**config.mk**
```make
export PLATFORM = sky130hd
export DESIGN_NAME = rps_seq
export DESIGN_NICKNAME = d
export VERILOG_FILES = /design/src/core/rps_seq.v
export VERILOG_INCLUDE_DIRS = /design/src /design/src/core
export SDC_FILE = /design/constraint.sdc
export NUM_CORES = 1
export LEC_CHECK = 0
export BUFFER_PORTS_ARGS = -buffer_cell sky130_fd_sc_hd__buf_4
export CORE_ASPECT_RATIO = 1.4
export CORE_UTILIZATION = 45
export CTS_CLUSTER_SIZE = 16
export DETAILED_ROUTE_END_ITERATION = 10
export PLACE_DENSITY = 0.76
export SETUP_SLACK_MARGIN = 0.4
export SYNTH_ARGS = -nofsm -noshare
export SYNTH_HDL_FRONTEND = slang
export SYNTH_SLANG_ARGS = --single-unit
```
**constraint.sdc**
```tcl
create_clock -name i_clk -period 2 [get_ports i_clk]
set_clock_uncertainty 0.2 [all_clocks]
set_input_delay 0.1 -clock i_clk [delete_from_list [all_inputs] [get_ports i_clk]]
set_output_delay 0.1 -clock i_clk [all_outputs]
set_load 0.01 [all_outputs]
```
**src/core/rps_consts.vh**
```
// constants for the reset pin sequencer
`ifndef RPS_CONSTS_VH
`define RPS_CONSTS_VH

// core clock rate in mhz
`define RPS_CLK_MHZ 125
// processor reset hold time after release, in ns
`define RPS_CPU_RST_DELAY_NS 1000000
// processor reset hold time in core cycles, rounded down
`define RPS_CPU_RST_CYCLES ((`RPS_CPU_RST_DELAY_NS * `RPS_CLK_MHZ) / 1000)
// clocks from processor reset release to strap line release
`define RPS_STRAP_HOLD_CYCLES 2
// clocks from reset release to dram clock enable
`define RPS_CKE_DELAY_CYCLES 256
// core cycles per half period of the dram command clock
`define RPS_CMDCLK_HALF_CYCLES 2
// core cycles spent on impedance compensation after release
`define RPS_COMP_CYCLES 64
// sequencer states
`define RPS_ST_RESET 2'h0
`define RPS_ST_CPU_WAIT 2'h1
`define RPS_ST_STRAP_HOLD 2'h2
`define RPS_ST_RUN 2'h3

`endif

```
**src/core/rps_seq.v**
```verilog
// reset pin sequencer: drives every interface pin state during and after hard reset
//
// Contract
// hard reset clears logic without a clock; code resets address, hub link and compensation logic only on clock edges
// power ok clears everything, sticky state included
// test select puts outputs in xor mode
// processor reset low, released 1ms after
// bus request driven low until two clocks after; code leaves it undriven in hard reset, drives it low from release
// strapped address lines released two clocks after
// dram command clocks low, toggle after release
// clock enable low, asserts after 256 clocks
// dram address level during reset is free
// legacy hub pulls then terminates low
// wide hub line16 pull follows swizzle
// calibration pins stay tri-stated throughout
// hub links timed by shared 66 mhz clock
// synchronise release before starting delay counters

`include "rps_consts.vh"

module rps_seq #(
	parameter ADDR_W = 33,                              // host address lines
	parameter LEG_W = 14,                               // legacy data 12 plus two strobes
	parameter WIDE_N = 3,                               // number of wide hub links
	parameter CAL_N = 4,                                // hub calibration pins
	parameter CPU_RST_CYCLES = `RPS_CPU_RST_CYCLES,     // 1 ms of core cycles
	parameter CKE_CYCLES = `RPS_CKE_DELAY_CYCLES,
	parameter COMP_CYCLES = `RPS_COMP_CYCLES
) (
	input wire i_clk,
	input wire i_rstn,
	input wire i_hard_reset_in_n,
	input wire i_power_ok_in,
	input wire i_board_test_select_n,
	input wire i_shared_hub_clock,
	input wire [ADDR_W-1:0] i_power_on_config,
	input wire [WIDE_N-1:0] i_wide_hub_swizzle,
	output reg o_processor_reset_out_n_o,
	output reg o_processor_reset_out_n_oe,
	output reg o_processor_bus_request_n_o,
	output reg o_processor_bus_request_n_oe,
	output reg [ADDR_W-1:0] o_host_address_lines_o,
	output reg [ADDR_W-1:0] o_host_address_lines_oe,
	output reg o_dram_command_clock,
	output reg o_dram_command_clock_n,
	output reg o_dram_clock_enable,
	output reg [14:0] o_dram_row_col_lines,
	output reg [LEG_W-1:0] o_legacy_hub_link_pu,
	output reg [LEG_W-1:0] o_legacy_hub_link_pd,
	output reg [LEG_W-1:0] o_legacy_hub_link_term_lo,
	output reg [WIDE_N-1:0] o_wide_hub_line16_pu,
	output reg [WIDE_N-1:0] o_wide_hub_line16_pd,
	output reg [WIDE_N-1:0] o_wide_hub_term_lo,
	output reg [CAL_N-1:0] o_hub_impedance_cal_pin_oe,
	output reg o_impedance_compensation_done,
	output reg o_xor_mode,
	output reg o_sticky_hard_reset_seen
);

	localparam LEG_LINE7 = 7;         // legacy line pulled up in reset

	// asynchronous clear from either reset pin
	wire arst = ~i_hard_reset_in_n | ~i_power_ok_in; // see

	reg rel_meta_ff;                  // release synchroniser, first stage
	reg rel_ff;                       // release synchroniser, second stage
	reg [1:0] test_sync_ff;           // test select sync, two stages
	reg [2:0] hub_sync_ff;            // hub clock sync plus edge history
	reg [2*WIDE_N-1:0] swz_sync_ff;   // swizzle straps, two stages
	reg [1:0] st_ff;                  // sequencer state
	reg [1:0] nxt_st;
	reg [16:0] cnt_ff;                // processor reset and strap counter
	reg [16:0] nxt_cnt;
	reg [8:0] cke_cnt_ff;             // clock enable delay counter
	reg [7:0] comp_cnt_ff;            // compensation run counter
	reg [7:0] div_ff;                 // command clock divider
	reg hub_rel_ff;                   // hub side released on a hub edge
	reg ph_ff;                        // command clock phase

	wire test_on = ~test_sync_ff[1];                       // active low select
	wire hub_tick = hub_sync_ff[1] & ~hub_sync_ff[2];      // rising hub clock edge
	wire [WIDE_N-1:0] swz = swz_sync_ff[2*WIDE_N-1:WIDE_N];
	// xor chain over the sampled inputs for board test
	wire xor_val = ^{i_power_on_config, swz, hub_sync_ff[1]};
	wire div_tick = (div_ff == `RPS_CMDCLK_HALF_CYCLES - 1);

	// release synchroniser: clears at once, lets go on a clock edge
	always @(posedge i_clk or posedge arst) begin
		if (arst) begin
			rel_meta_ff <= 1'b0;
			rel_ff <= 1'b0;
		end else begin
			rel_meta_ff <= i_rstn;
			rel_ff <= rel_meta_ff;
		end
	end

	// two-flop synchronisers for the test select, hub clock and swizzle inputs
	always @(posedge i_clk) begin
		test_sync_ff <= {test_sync_ff[0], i_board_test_select_n};
		hub_sync_ff <= {hub_sync_ff[1:0], i_shared_hub_clock};
		swz_sync_ff <= {swz_sync_ff[WIDE_N-1:0], i_wide_hub_swizzle};
	end

	// sequencer next state
	always @* begin
		nxt_st = st_ff;
		nxt_cnt = cnt_ff;
		case (st_ff)
			`RPS_ST_RESET: begin
				nxt_st = `RPS_ST_CPU_WAIT;
				nxt_cnt = 17'h0;
			end
			`RPS_ST_CPU_WAIT: begin
				// hold processor reset for the full delay
				if (cnt_ff == CPU_RST_CYCLES - 1) begin
					nxt_st = `RPS_ST_STRAP_HOLD;
					nxt_cnt = 17'h0;
				end else begin
					nxt_cnt = cnt_ff + 17'h1;
				end
			end
			`RPS_ST_STRAP_HOLD: begin
				// two clocks after processor reset lets go
				if (cnt_ff == `RPS_STRAP_HOLD_CYCLES - 1) begin
					nxt_st = `RPS_ST_RUN;          // see
				end else begin
					nxt_cnt = cnt_ff + 17'h1;
				end
			end
			default: begin
				nxt_st = `RPS_ST_RUN;
			end
		endcase
	end

	// pins that must react to hard reset without a clock
	always @(posedge i_clk or posedge arst) begin
		if (arst) begin
			st_ff <= `RPS_ST_RESET;
			cnt_ff <= 17'h0;
			o_processor_reset_out_n_o <= 1'b0;
			o_processor_reset_out_n_oe <= 1'b1;
			o_processor_bus_request_n_o <= 1'b0;
			o_processor_bus_request_n_oe <= 1'b0;
			o_dram_command_clock <= 1'b0;
			o_dram_command_clock_n <= 1'b0;
			o_dram_clock_enable <= 1'b0;
			cke_cnt_ff <= 9'h0;
			div_ff <= 8'h0;
			ph_ff <= 1'b0;
		end else if (!rel_ff) begin
			// synchronous hold while release is not yet seen
			st_ff <= `RPS_ST_RESET;
			cnt_ff <= 17'h0;
			o_processor_reset_out_n_o <= test_on ? xor_val : 1'b0;
			o_processor_reset_out_n_oe <= 1'b1;
			o_processor_bus_request_n_o <= test_on ? xor_val : 1'b0;
			o_processor_bus_request_n_oe <= test_on;
			o_dram_command_clock <= test_on & xor_val;
			o_dram_command_clock_n <= test_on & xor_val;
			o_dram_clock_enable <= test_on & xor_val;
			cke_cnt_ff <= 9'h0;
			div_ff <= 8'h0;
			ph_ff <= 1'b0;
		end else begin
			st_ff <= nxt_st;
			cnt_ff <= nxt_cnt;
			// processor reset: driven low until the delay ends, then left to termination
			o_processor_reset_out_n_o <= test_on ? xor_val : 1'b0;
			o_processor_reset_out_n_oe <= test_on |
				(st_ff == `RPS_ST_RESET) | (st_ff == `RPS_ST_CPU_WAIT);
			// bus request driven low from release to end of strap hold
			o_processor_bus_request_n_o <= test_on ? xor_val : 1'b0;
			o_processor_bus_request_n_oe <= test_on | (st_ff != `RPS_ST_RUN);
			// command clock divider and both phases
			div_ff <= div_tick ? 8'h0 : div_ff + 8'h1;
			if (div_tick) begin
				ph_ff <= ~ph_ff;
			end
			o_dram_command_clock <= test_on ? xor_val : ph_ff;
			o_dram_command_clock_n <= test_on ? xor_val : ~ph_ff;
			// clock enable after the fixed count
			if (cke_cnt_ff != CKE_CYCLES) begin
				cke_cnt_ff <= cke_cnt_ff + 9'h1;
			end
			o_dram_clock_enable <= test_on ? xor_val : (cke_cnt_ff == CKE_CYCLES);
		end
	end

	// pins that load strap or swizzle levels, clocked only
	always @(posedge i_clk) begin
		if (!rel_ff) begin
			// strapped address lines driven low while in reset
			o_host_address_lines_o <= test_on ? {ADDR_W{xor_val}} : {ADDR_W{1'b0}};
			o_host_address_lines_oe <= test_on ? {ADDR_W{1'b1}} : i_power_on_config;
			hub_rel_ff <= 1'b0;
			comp_cnt_ff <= 8'h0;
			o_impedance_compensation_done <= 1'b0;
		end else begin
			o_host_address_lines_o <= test_on ? {ADDR_W{xor_val}} : {ADDR_W{1'b0}};
			if (test_on) begin
				o_host_address_lines_oe <= {ADDR_W{1'b1}};
			end else if (st_ff == `RPS_ST_RUN) begin
				o_host_address_lines_oe <= {ADDR_W{1'b0}};
			end
			// hub side leaves reset on a shared hub clock edge
			if (hub_tick) begin
				hub_rel_ff <= 1'b1;
			end
			// compensation runs once after release
			if (comp_cnt_ff != COMP_CYCLES) begin
				comp_cnt_ff <= comp_cnt_ff + 8'h1;
			end
			o_impedance_compensation_done <= (comp_cnt_ff == COMP_CYCLES);
		end
		// hub link pull and termination states
		if (test_on) begin
			o_legacy_hub_link_pu <= {LEG_W{1'b0}};
			o_legacy_hub_link_pd <= {LEG_W{1'b0}};
			o_legacy_hub_link_term_lo <= {LEG_W{xor_val}};
			o_wide_hub_line16_pu <= {WIDE_N{1'b0}};
			o_wide_hub_line16_pd <= {WIDE_N{1'b0}};
			o_wide_hub_term_lo <= {WIDE_N{xor_val}};
		end else if (!hub_rel_ff) begin
			// weak pulls, line 7 up and the rest down
			o_legacy_hub_link_pu <= {{(LEG_W-1){1'b0}}, 1'b1} << LEG_LINE7;
			o_legacy_hub_link_pd <= ~({{(LEG_W-1){1'b0}}, 1'b1} << LEG_LINE7);
			o_legacy_hub_link_term_lo <= {LEG_W{1'b0}};
			o_wide_hub_line16_pu <= swz;
			o_wide_hub_line16_pd <= ~swz;
			o_wide_hub_term_lo <= {WIDE_N{1'b0}};
		end else begin
			o_legacy_hub_link_pu <= {LEG_W{1'b0}};
			o_legacy_hub_link_pd <= {LEG_W{1'b0}};
			o_legacy_hub_link_term_lo <= {LEG_W{1'b1}};
			o_wide_hub_line16_pu <= {WIDE_N{1'b0}};
			o_wide_hub_line16_pd <= {WIDE_N{1'b0}};
			o_wide_hub_term_lo <= {WIDE_N{1'b1}};        // see
		end
		// calibration pins never driven
		o_hub_impedance_cal_pin_oe <= {CAL_N{1'b0}};
		// address lines carry no defined level, held at zero here
		o_dram_row_col_lines <= test_on ? {15{xor_val}} : 15'h0;
		o_xor_mode <= test_on;
	end

	// sticky record of a hard reset, cleared only by power ok
	always @(posedge i_clk or negedge i_power_ok_in) begin
		if (!i_power_ok_in) begin
			o_sticky_hard_reset_seen <= 1'b0;
		end else if (!rel_ff && i_power_ok_in) begin
			o_sticky_hard_reset_seen <= 1'b1;
		end
	end

endmodule // rps_seq

```
---- Word-level counts from Yosys, hierarchy flattened ----
Cells that the tools add are included.
storage, ports and cells
  flip-flop bits (word level) ............. 154
  input port bits ......................... 42
  output and inout bits ................... 146
  word-level logic and storage cells ...... 104
cells by class
  $add $sub $neg .......................... 4
  equal/unequal tests ..................... 18
  muxes and demuxes ....................... 33
  bitwise gates (word level) .............. 12
  reduce and logical (&&, ||, !) cells .... 7
operator list
  operator                                                                  number
  33-bit 2-to-1 mux                                                         4
  17-bit 2-to-1 mux                                                         3
  17-bit one-hot mux with 3 select lines                                    1
  14-bit 2-to-1 mux                                                         3
  37-bit parity                                                             1
  8-bit 2-to-1 mux                                                          3
  9-bit 2-to-1 mux                                                          2
  17-bit by 1-bit adder with 17-bit output (second input constant)          1
  17-bit by 1-bit == test with 1-bit output (second input constant)         1
  17-bit == test (second input constant)                                    1
  8-bit by 1-bit adder with 8-bit output (second input constant)            2
  1-bit 2-to-1 mux                                                          11
  9-bit by 1-bit adder with 9-bit output (second input constant)            1
  9-bit == test (second input constant)                                     1
  3-bit inequality test (second input constant)                             3
  9-bit inequality test (second input constant)                             1
  8-bit by 1-bit == test with 1-bit output (second input constant)          1
  8-bit by 7-bit == test with 1-bit output (second input constant)          1
  8-bit by 7-bit inequality test with 1-bit output (second input constant)  1
  2-bit 2-to-1 mux                                                          3
  3-bit 2-to-1 mux                                                          2
  2-bit one-hot mux with 3 select lines                                     1
  1-bit inverter                                                            5
  2-bit == test (second input constant)                                     2
  13 further kinds                                                          19

---- Longest topological paths before layout ----
  depth in word-level cells ............... 4
  depth in mapped cells ................... 8
  gate-level depth less buffers ........... 8

---- Worst setup path after synthesis ----
Ideal clock, no wire load.
  path kind ............................... register to register
  start ................................... reg st_ff[0]
  end ..................................... reg cnt_ff[0]
  setup time .............................. 0.125 ns
  data arrival time ....................... 1.793 ns
  required time ........................... 1.675 ns
  slack ................................... -0.117 ns
  stages on the path, launching flop included .. 7
  buffers on the path ..................... 0
  clock period less this slack ............ 2.117 ns
  cells stage by stage .................... dfrtp_1 > inv_1 > ha_1 > or4b_1 > o21ai_0 > nor2_1 > mux2_2
between the ends
  cells in the longest elaborated chain, start to end .. 3
  elaborated cells on any way between the ends .. 8
  those cells by class .................... eq/ne: 4; mux: 2; reduce/logical: 2
ends and longest elaborated chain
  element                                                               line           source
  start: declaration                                                    rps_seq.v:70   reg [1:0] st_ff;
  start signal: assignment                                              rps_seq.v:140  st_ff <= `RPS_ST_RESET;
  start signal: assignment                                              rps_seq.v:154  st_ff <= `RPS_ST_RESET;
  start signal: assignment                                              rps_seq.v:167  st_ff <= nxt_st;
  2-bit == test, or another cell as far along                           rps_seq.v:109  case (st_ff)
  17-bit one-hot mux with 3 select lines, or another cell as far along  rps_seq.v:109
  17-bit 2-to-1 mux or 2-bit AND reduction (tied branches)              --
  end signal: assignment                                                rps_seq.v:168  cnt_ff <= nxt_cnt;
  end: declaration                                                      rps_seq.v:72   reg [16:0] cnt_ff;
Several ways; a longest one is shown, not always the timed one.
A chain may end at the register's enable or synchronous reset.

---- Worst setup path after layout ----
  start ................................... reg st_ff[0]
  end ..................................... reg cnt_ff[10]
Same word-level chain as after synthesis.

==> flow_metrics.py <==
metrics = {
    "outcome": {
        "outcome": "finished with violations",
        "violations": "negative setup slack",
    },
    "cts": {
        "cts_buffer_depth": 2,
        "cts_sinks": 110,
        "clkTransAtPathRegs_ps": 70,
        "numCtsBuffers": 9,
        "cts-root-buf": "clkbuf_16",
        "htree_levels": 3,
        "cts_tree": "done",
        "clock_latency_ps": 340,
    },
    "routing": {
        "drtPass1Iterations": 4,
        "drt-wirelength-per-cell_um": 15.3,
        "vias": 3930,
        "drc_errors": 0,
        "first_iter_violations": 182,
        "drtAntennaViolNets": 0,
        "wirelength_um": 12500,
        "viasPerCell": 4.82,
    },
    "timing": {
        "final.min_clock_period_ps": 2060,
        "maxSlewViolCount": 0,
        "post-route-period-util_pct": 103,
        "slew_headroom_pct": 64.8,
        "rsz0062_at_grt": "true",
        "setup_viol": 11,
        "finalHoldViolCount": 0,
        "final.setup.worst_slack_ps": -63.8,
        "max_freq_ghz": 0.485,
        "tightest_slew_ps": 528,
        "hold_slack_ps": 126,
        "tns_ps": -159,
    },
    "placed_design": {
        "io_buffers": 169,
        "place_congestion": 0.841,
        "dp_hpwl_um": 7930,
    },
    "floorplanning": {
        "std_cell_rows": 47,
        "die_y_um": 132,
        "die_area_mm2": 0.0125,
        "start_util_pct": 46.0,
        "core_area_mm2": 0.0118,
        "die_width_um": 94.9,
        "ios": 188,
    },
    "min_path": {
        "hold_class": "flip-flop to flip-flop",
    },
    "setup_path": {
        "max_stage_delay_ps": 580,
        "path_cells": "inv_2 > ha_4 > or4b_4 > nand2_4 > nor2_4 > and3_4 > xnor2_2 > nor2_1",
        "cp-start-kind": "flip-flop",
        "cp.arrival_ps": 2130,
        "critPathKind": "flip-flop to flip-flop",
        "worstPathRequired_ps": 2070,
        "reg2reg_slack_ps": -60,
        "cp_max_fo": 5,
        "critical-path-slowest-cell": "or4b_4",
        "end_kind": "flip-flop",
    },
    "logic_synthesis": {
        "synth_area_mm2": 0.00543,
        "synth_top_family_by_area": "buffers and inverters",
        "ys_types": 41,
        "synth_top_area_cell": "dfrtp_1",
        "avgSynthCellArea_um2": 10.9,
        "syn_inst": 499,
        "synth_edf_count": 33,
        "muxShareOfSynthArea_pct": 0.622,
        "synthAdderAreaFrac_pct": 2.76,
        "synth.most_common_cell": "buf_4",
        "async_reset_ff_share_pct": 41.8,
        "synth_area_leaders": "dfrtp_1, edfxtp_1, buf_4",
        "synth_xor_xnor_area_share_pct": 11.3,
        "ys_seq_area_share_pct": 50.9,
        "synth_compound_area_share_pct": 7.53,
        "ys_ff_latch": 110,
        "yosys.area_share.simple_pct": 11.8,
        "synthTopCellsByCount": "buf_4, nor2_1, dfrtp_1, xnor2_1, a21o_1",
        "synth_flop_cell": "dfrtp_1",
        "synth.top_cell.area_share_pct": 20.7,
        "ys_warn_count": 0,
    },
    "grt": {
        "grt_pass1_vias": 3868,
        "antenna_found_initial": 0,
        "track_usage_pct": 20.0,
        "grt_start_max_net_pins": 49,
        "grt_overflow": 0,
        "grt_pass1_wl_um": 19200,
    },
    "pwr": {
        "leakage_nw": 3.49,
        "power_density_mw_per_mm2": 967,
        "vdd_ir_drop_max_uv": 527,
        "p_total_mw": 7.29,
    },
    "final_layout": {
        "antenna-diode-count": 0,
        "final_nets": 717,
        "filler_cell_count": 863,
        "final_util_pct": 63.8,
        "area_delta_synth_final_pct": 38.8,
        "drive_above_1_share_pct": 41.2,
    },
    "run": {
        "maxCapViolations": 0,
    },
}
==> final cells by class <==
type	instances	area, µm²	area share, %
inverters	17	63.8	0.846
flip-flops and latches	110	2780	36.9
well taps	147	184	2.44
clock inverters	6	40.0	0.531
clock buffers	10	229	3.04
multi-input cells	285	2220	29.4
repair buffers	240	2020	26.8
==> cells by family (layout without fill, tap and decap cells) <==
family,after synthesis,after routing
simple gates,131,132
buf+inv,122,273
flops,110,110
xor+xnor,64,64
compound gates,57,57
fa+ha+maj,12,12
mux,2,2
other cells,1,18
==> placed cells by master, fill, tap and decap left out, types with 3 or more instances in the layout <==
cell           instances
a21o_1                35
a21oi_1                3
a22o_1                 4
and2_1                 5
and3_1                 8
buf_16                 4
buf_4                189
buf_6                  3
clkbuf_16              9
clkinv_1               4
conb_1                18
dfrtp_1               44
dfxtp_1               26
dfxtp_4                3
dlygate4sd3_1         42
edfxtp_1              33
ha_1                   4
ha_2                   4
ha_4                   4
inv_1                 11
inv_2                  4
nand2_1               12
nand3_1               18
nand4_1                5
nor2_1                42
nor2_2                 6
nor2_4                 5
nor2b_1                6
o21ai_0                5
o21ai_2                3
xnor2_1               32
xnor2_2                5
xnor3_1                3
xor2_1                21
==> through the flow <==
| step | cells | cell area, µm² | setup WS, ps |
|---|---|---|---|
| 2_1_floorplan | 516 | 5610 | 30.1 |
| 3_3_place_gp | 744 | 6460 | -28.1 |
| 3_5_place_dp | 744 | 6460 | -85.0 |
| 4_1_cts | 812 | 7410 | -46.1 |
| 5_1_grt | 815 | 7540 | -123 |
| 6_report | 815 | 7540 | -63.8 |
==> final timing paths <==
kind                              startpoint        endpoint  cells after the start
min                           hub_sync_ff[0]  hub_sync_ff[1]                      0
max                                 st_ff[0]      cnt_ff[10]                      8
max reg2reg                         st_ff[0]      cnt_ff[10]                      8
min in group asynchronous      i_power_ok_in   cke_cnt_ff[3]                      3
max in group asynchronous  i_hard_reset_in_n       div_ff[0]                      4
min reg2reg                   hub_sync_ff[0]  hub_sync_ff[1]                      0
==> report_power, final <==
part,switching (mW),total (mW),internal (mW)
clock network,0.787,1.63,0.841
logic,1.32,2.87,1.55
registers,0.253,2.79,2.54
==> metal layers <==
layer	track usage, %	vias to the layer above	share of wire (%)
met2	36.1	135	54
met3	3.17	22	4.6
met5	0	-	0
met4	8.92	0	2.8
li1	-	1884	-
met1	22.7	1889	39
==> state kept, by name (all words and copies together), names as in the netlist, 2 cells and up <==
name                     cells
o_host_address_lines_oe     33
cnt_ff                      17
cke_cnt_ff                   9
comp_cnt_ff                  8
div_ff                       8
swz_sync_ff                  6
hub_sync_ff                  3
o_wide_hub_line16_pd         3
o_wide_hub_line16_pu         3
st_ff                        2
test_sync_ff                 2
==> worst max-delay path, delay by kind of cell, from the launching register on <==
| kind | cells | cell delay (ps) |
|---|---|---|
| and+or+nand+nor | 5 | 1010 |
| DFF | 1 | 400 |
| adders and majority gates | 1 | 160 |
| xor gates and xnor gates | 1 | 120 |
| buffers and inverters | 1 | 80 |
==> what timing repair did <==
item | 4_1_cts | 5_1_grt
hold buffers | 42 | 0
endpoints found under the setup margin | 123 | 95
endpoints found under the hold margin | 59 | 0
cloned | 5 | 0
setup buffers | 5 | 3
pin swaps | 16 | 12
gates resized for setup | 27 | 27
Power figures use the tool's default switching activity.
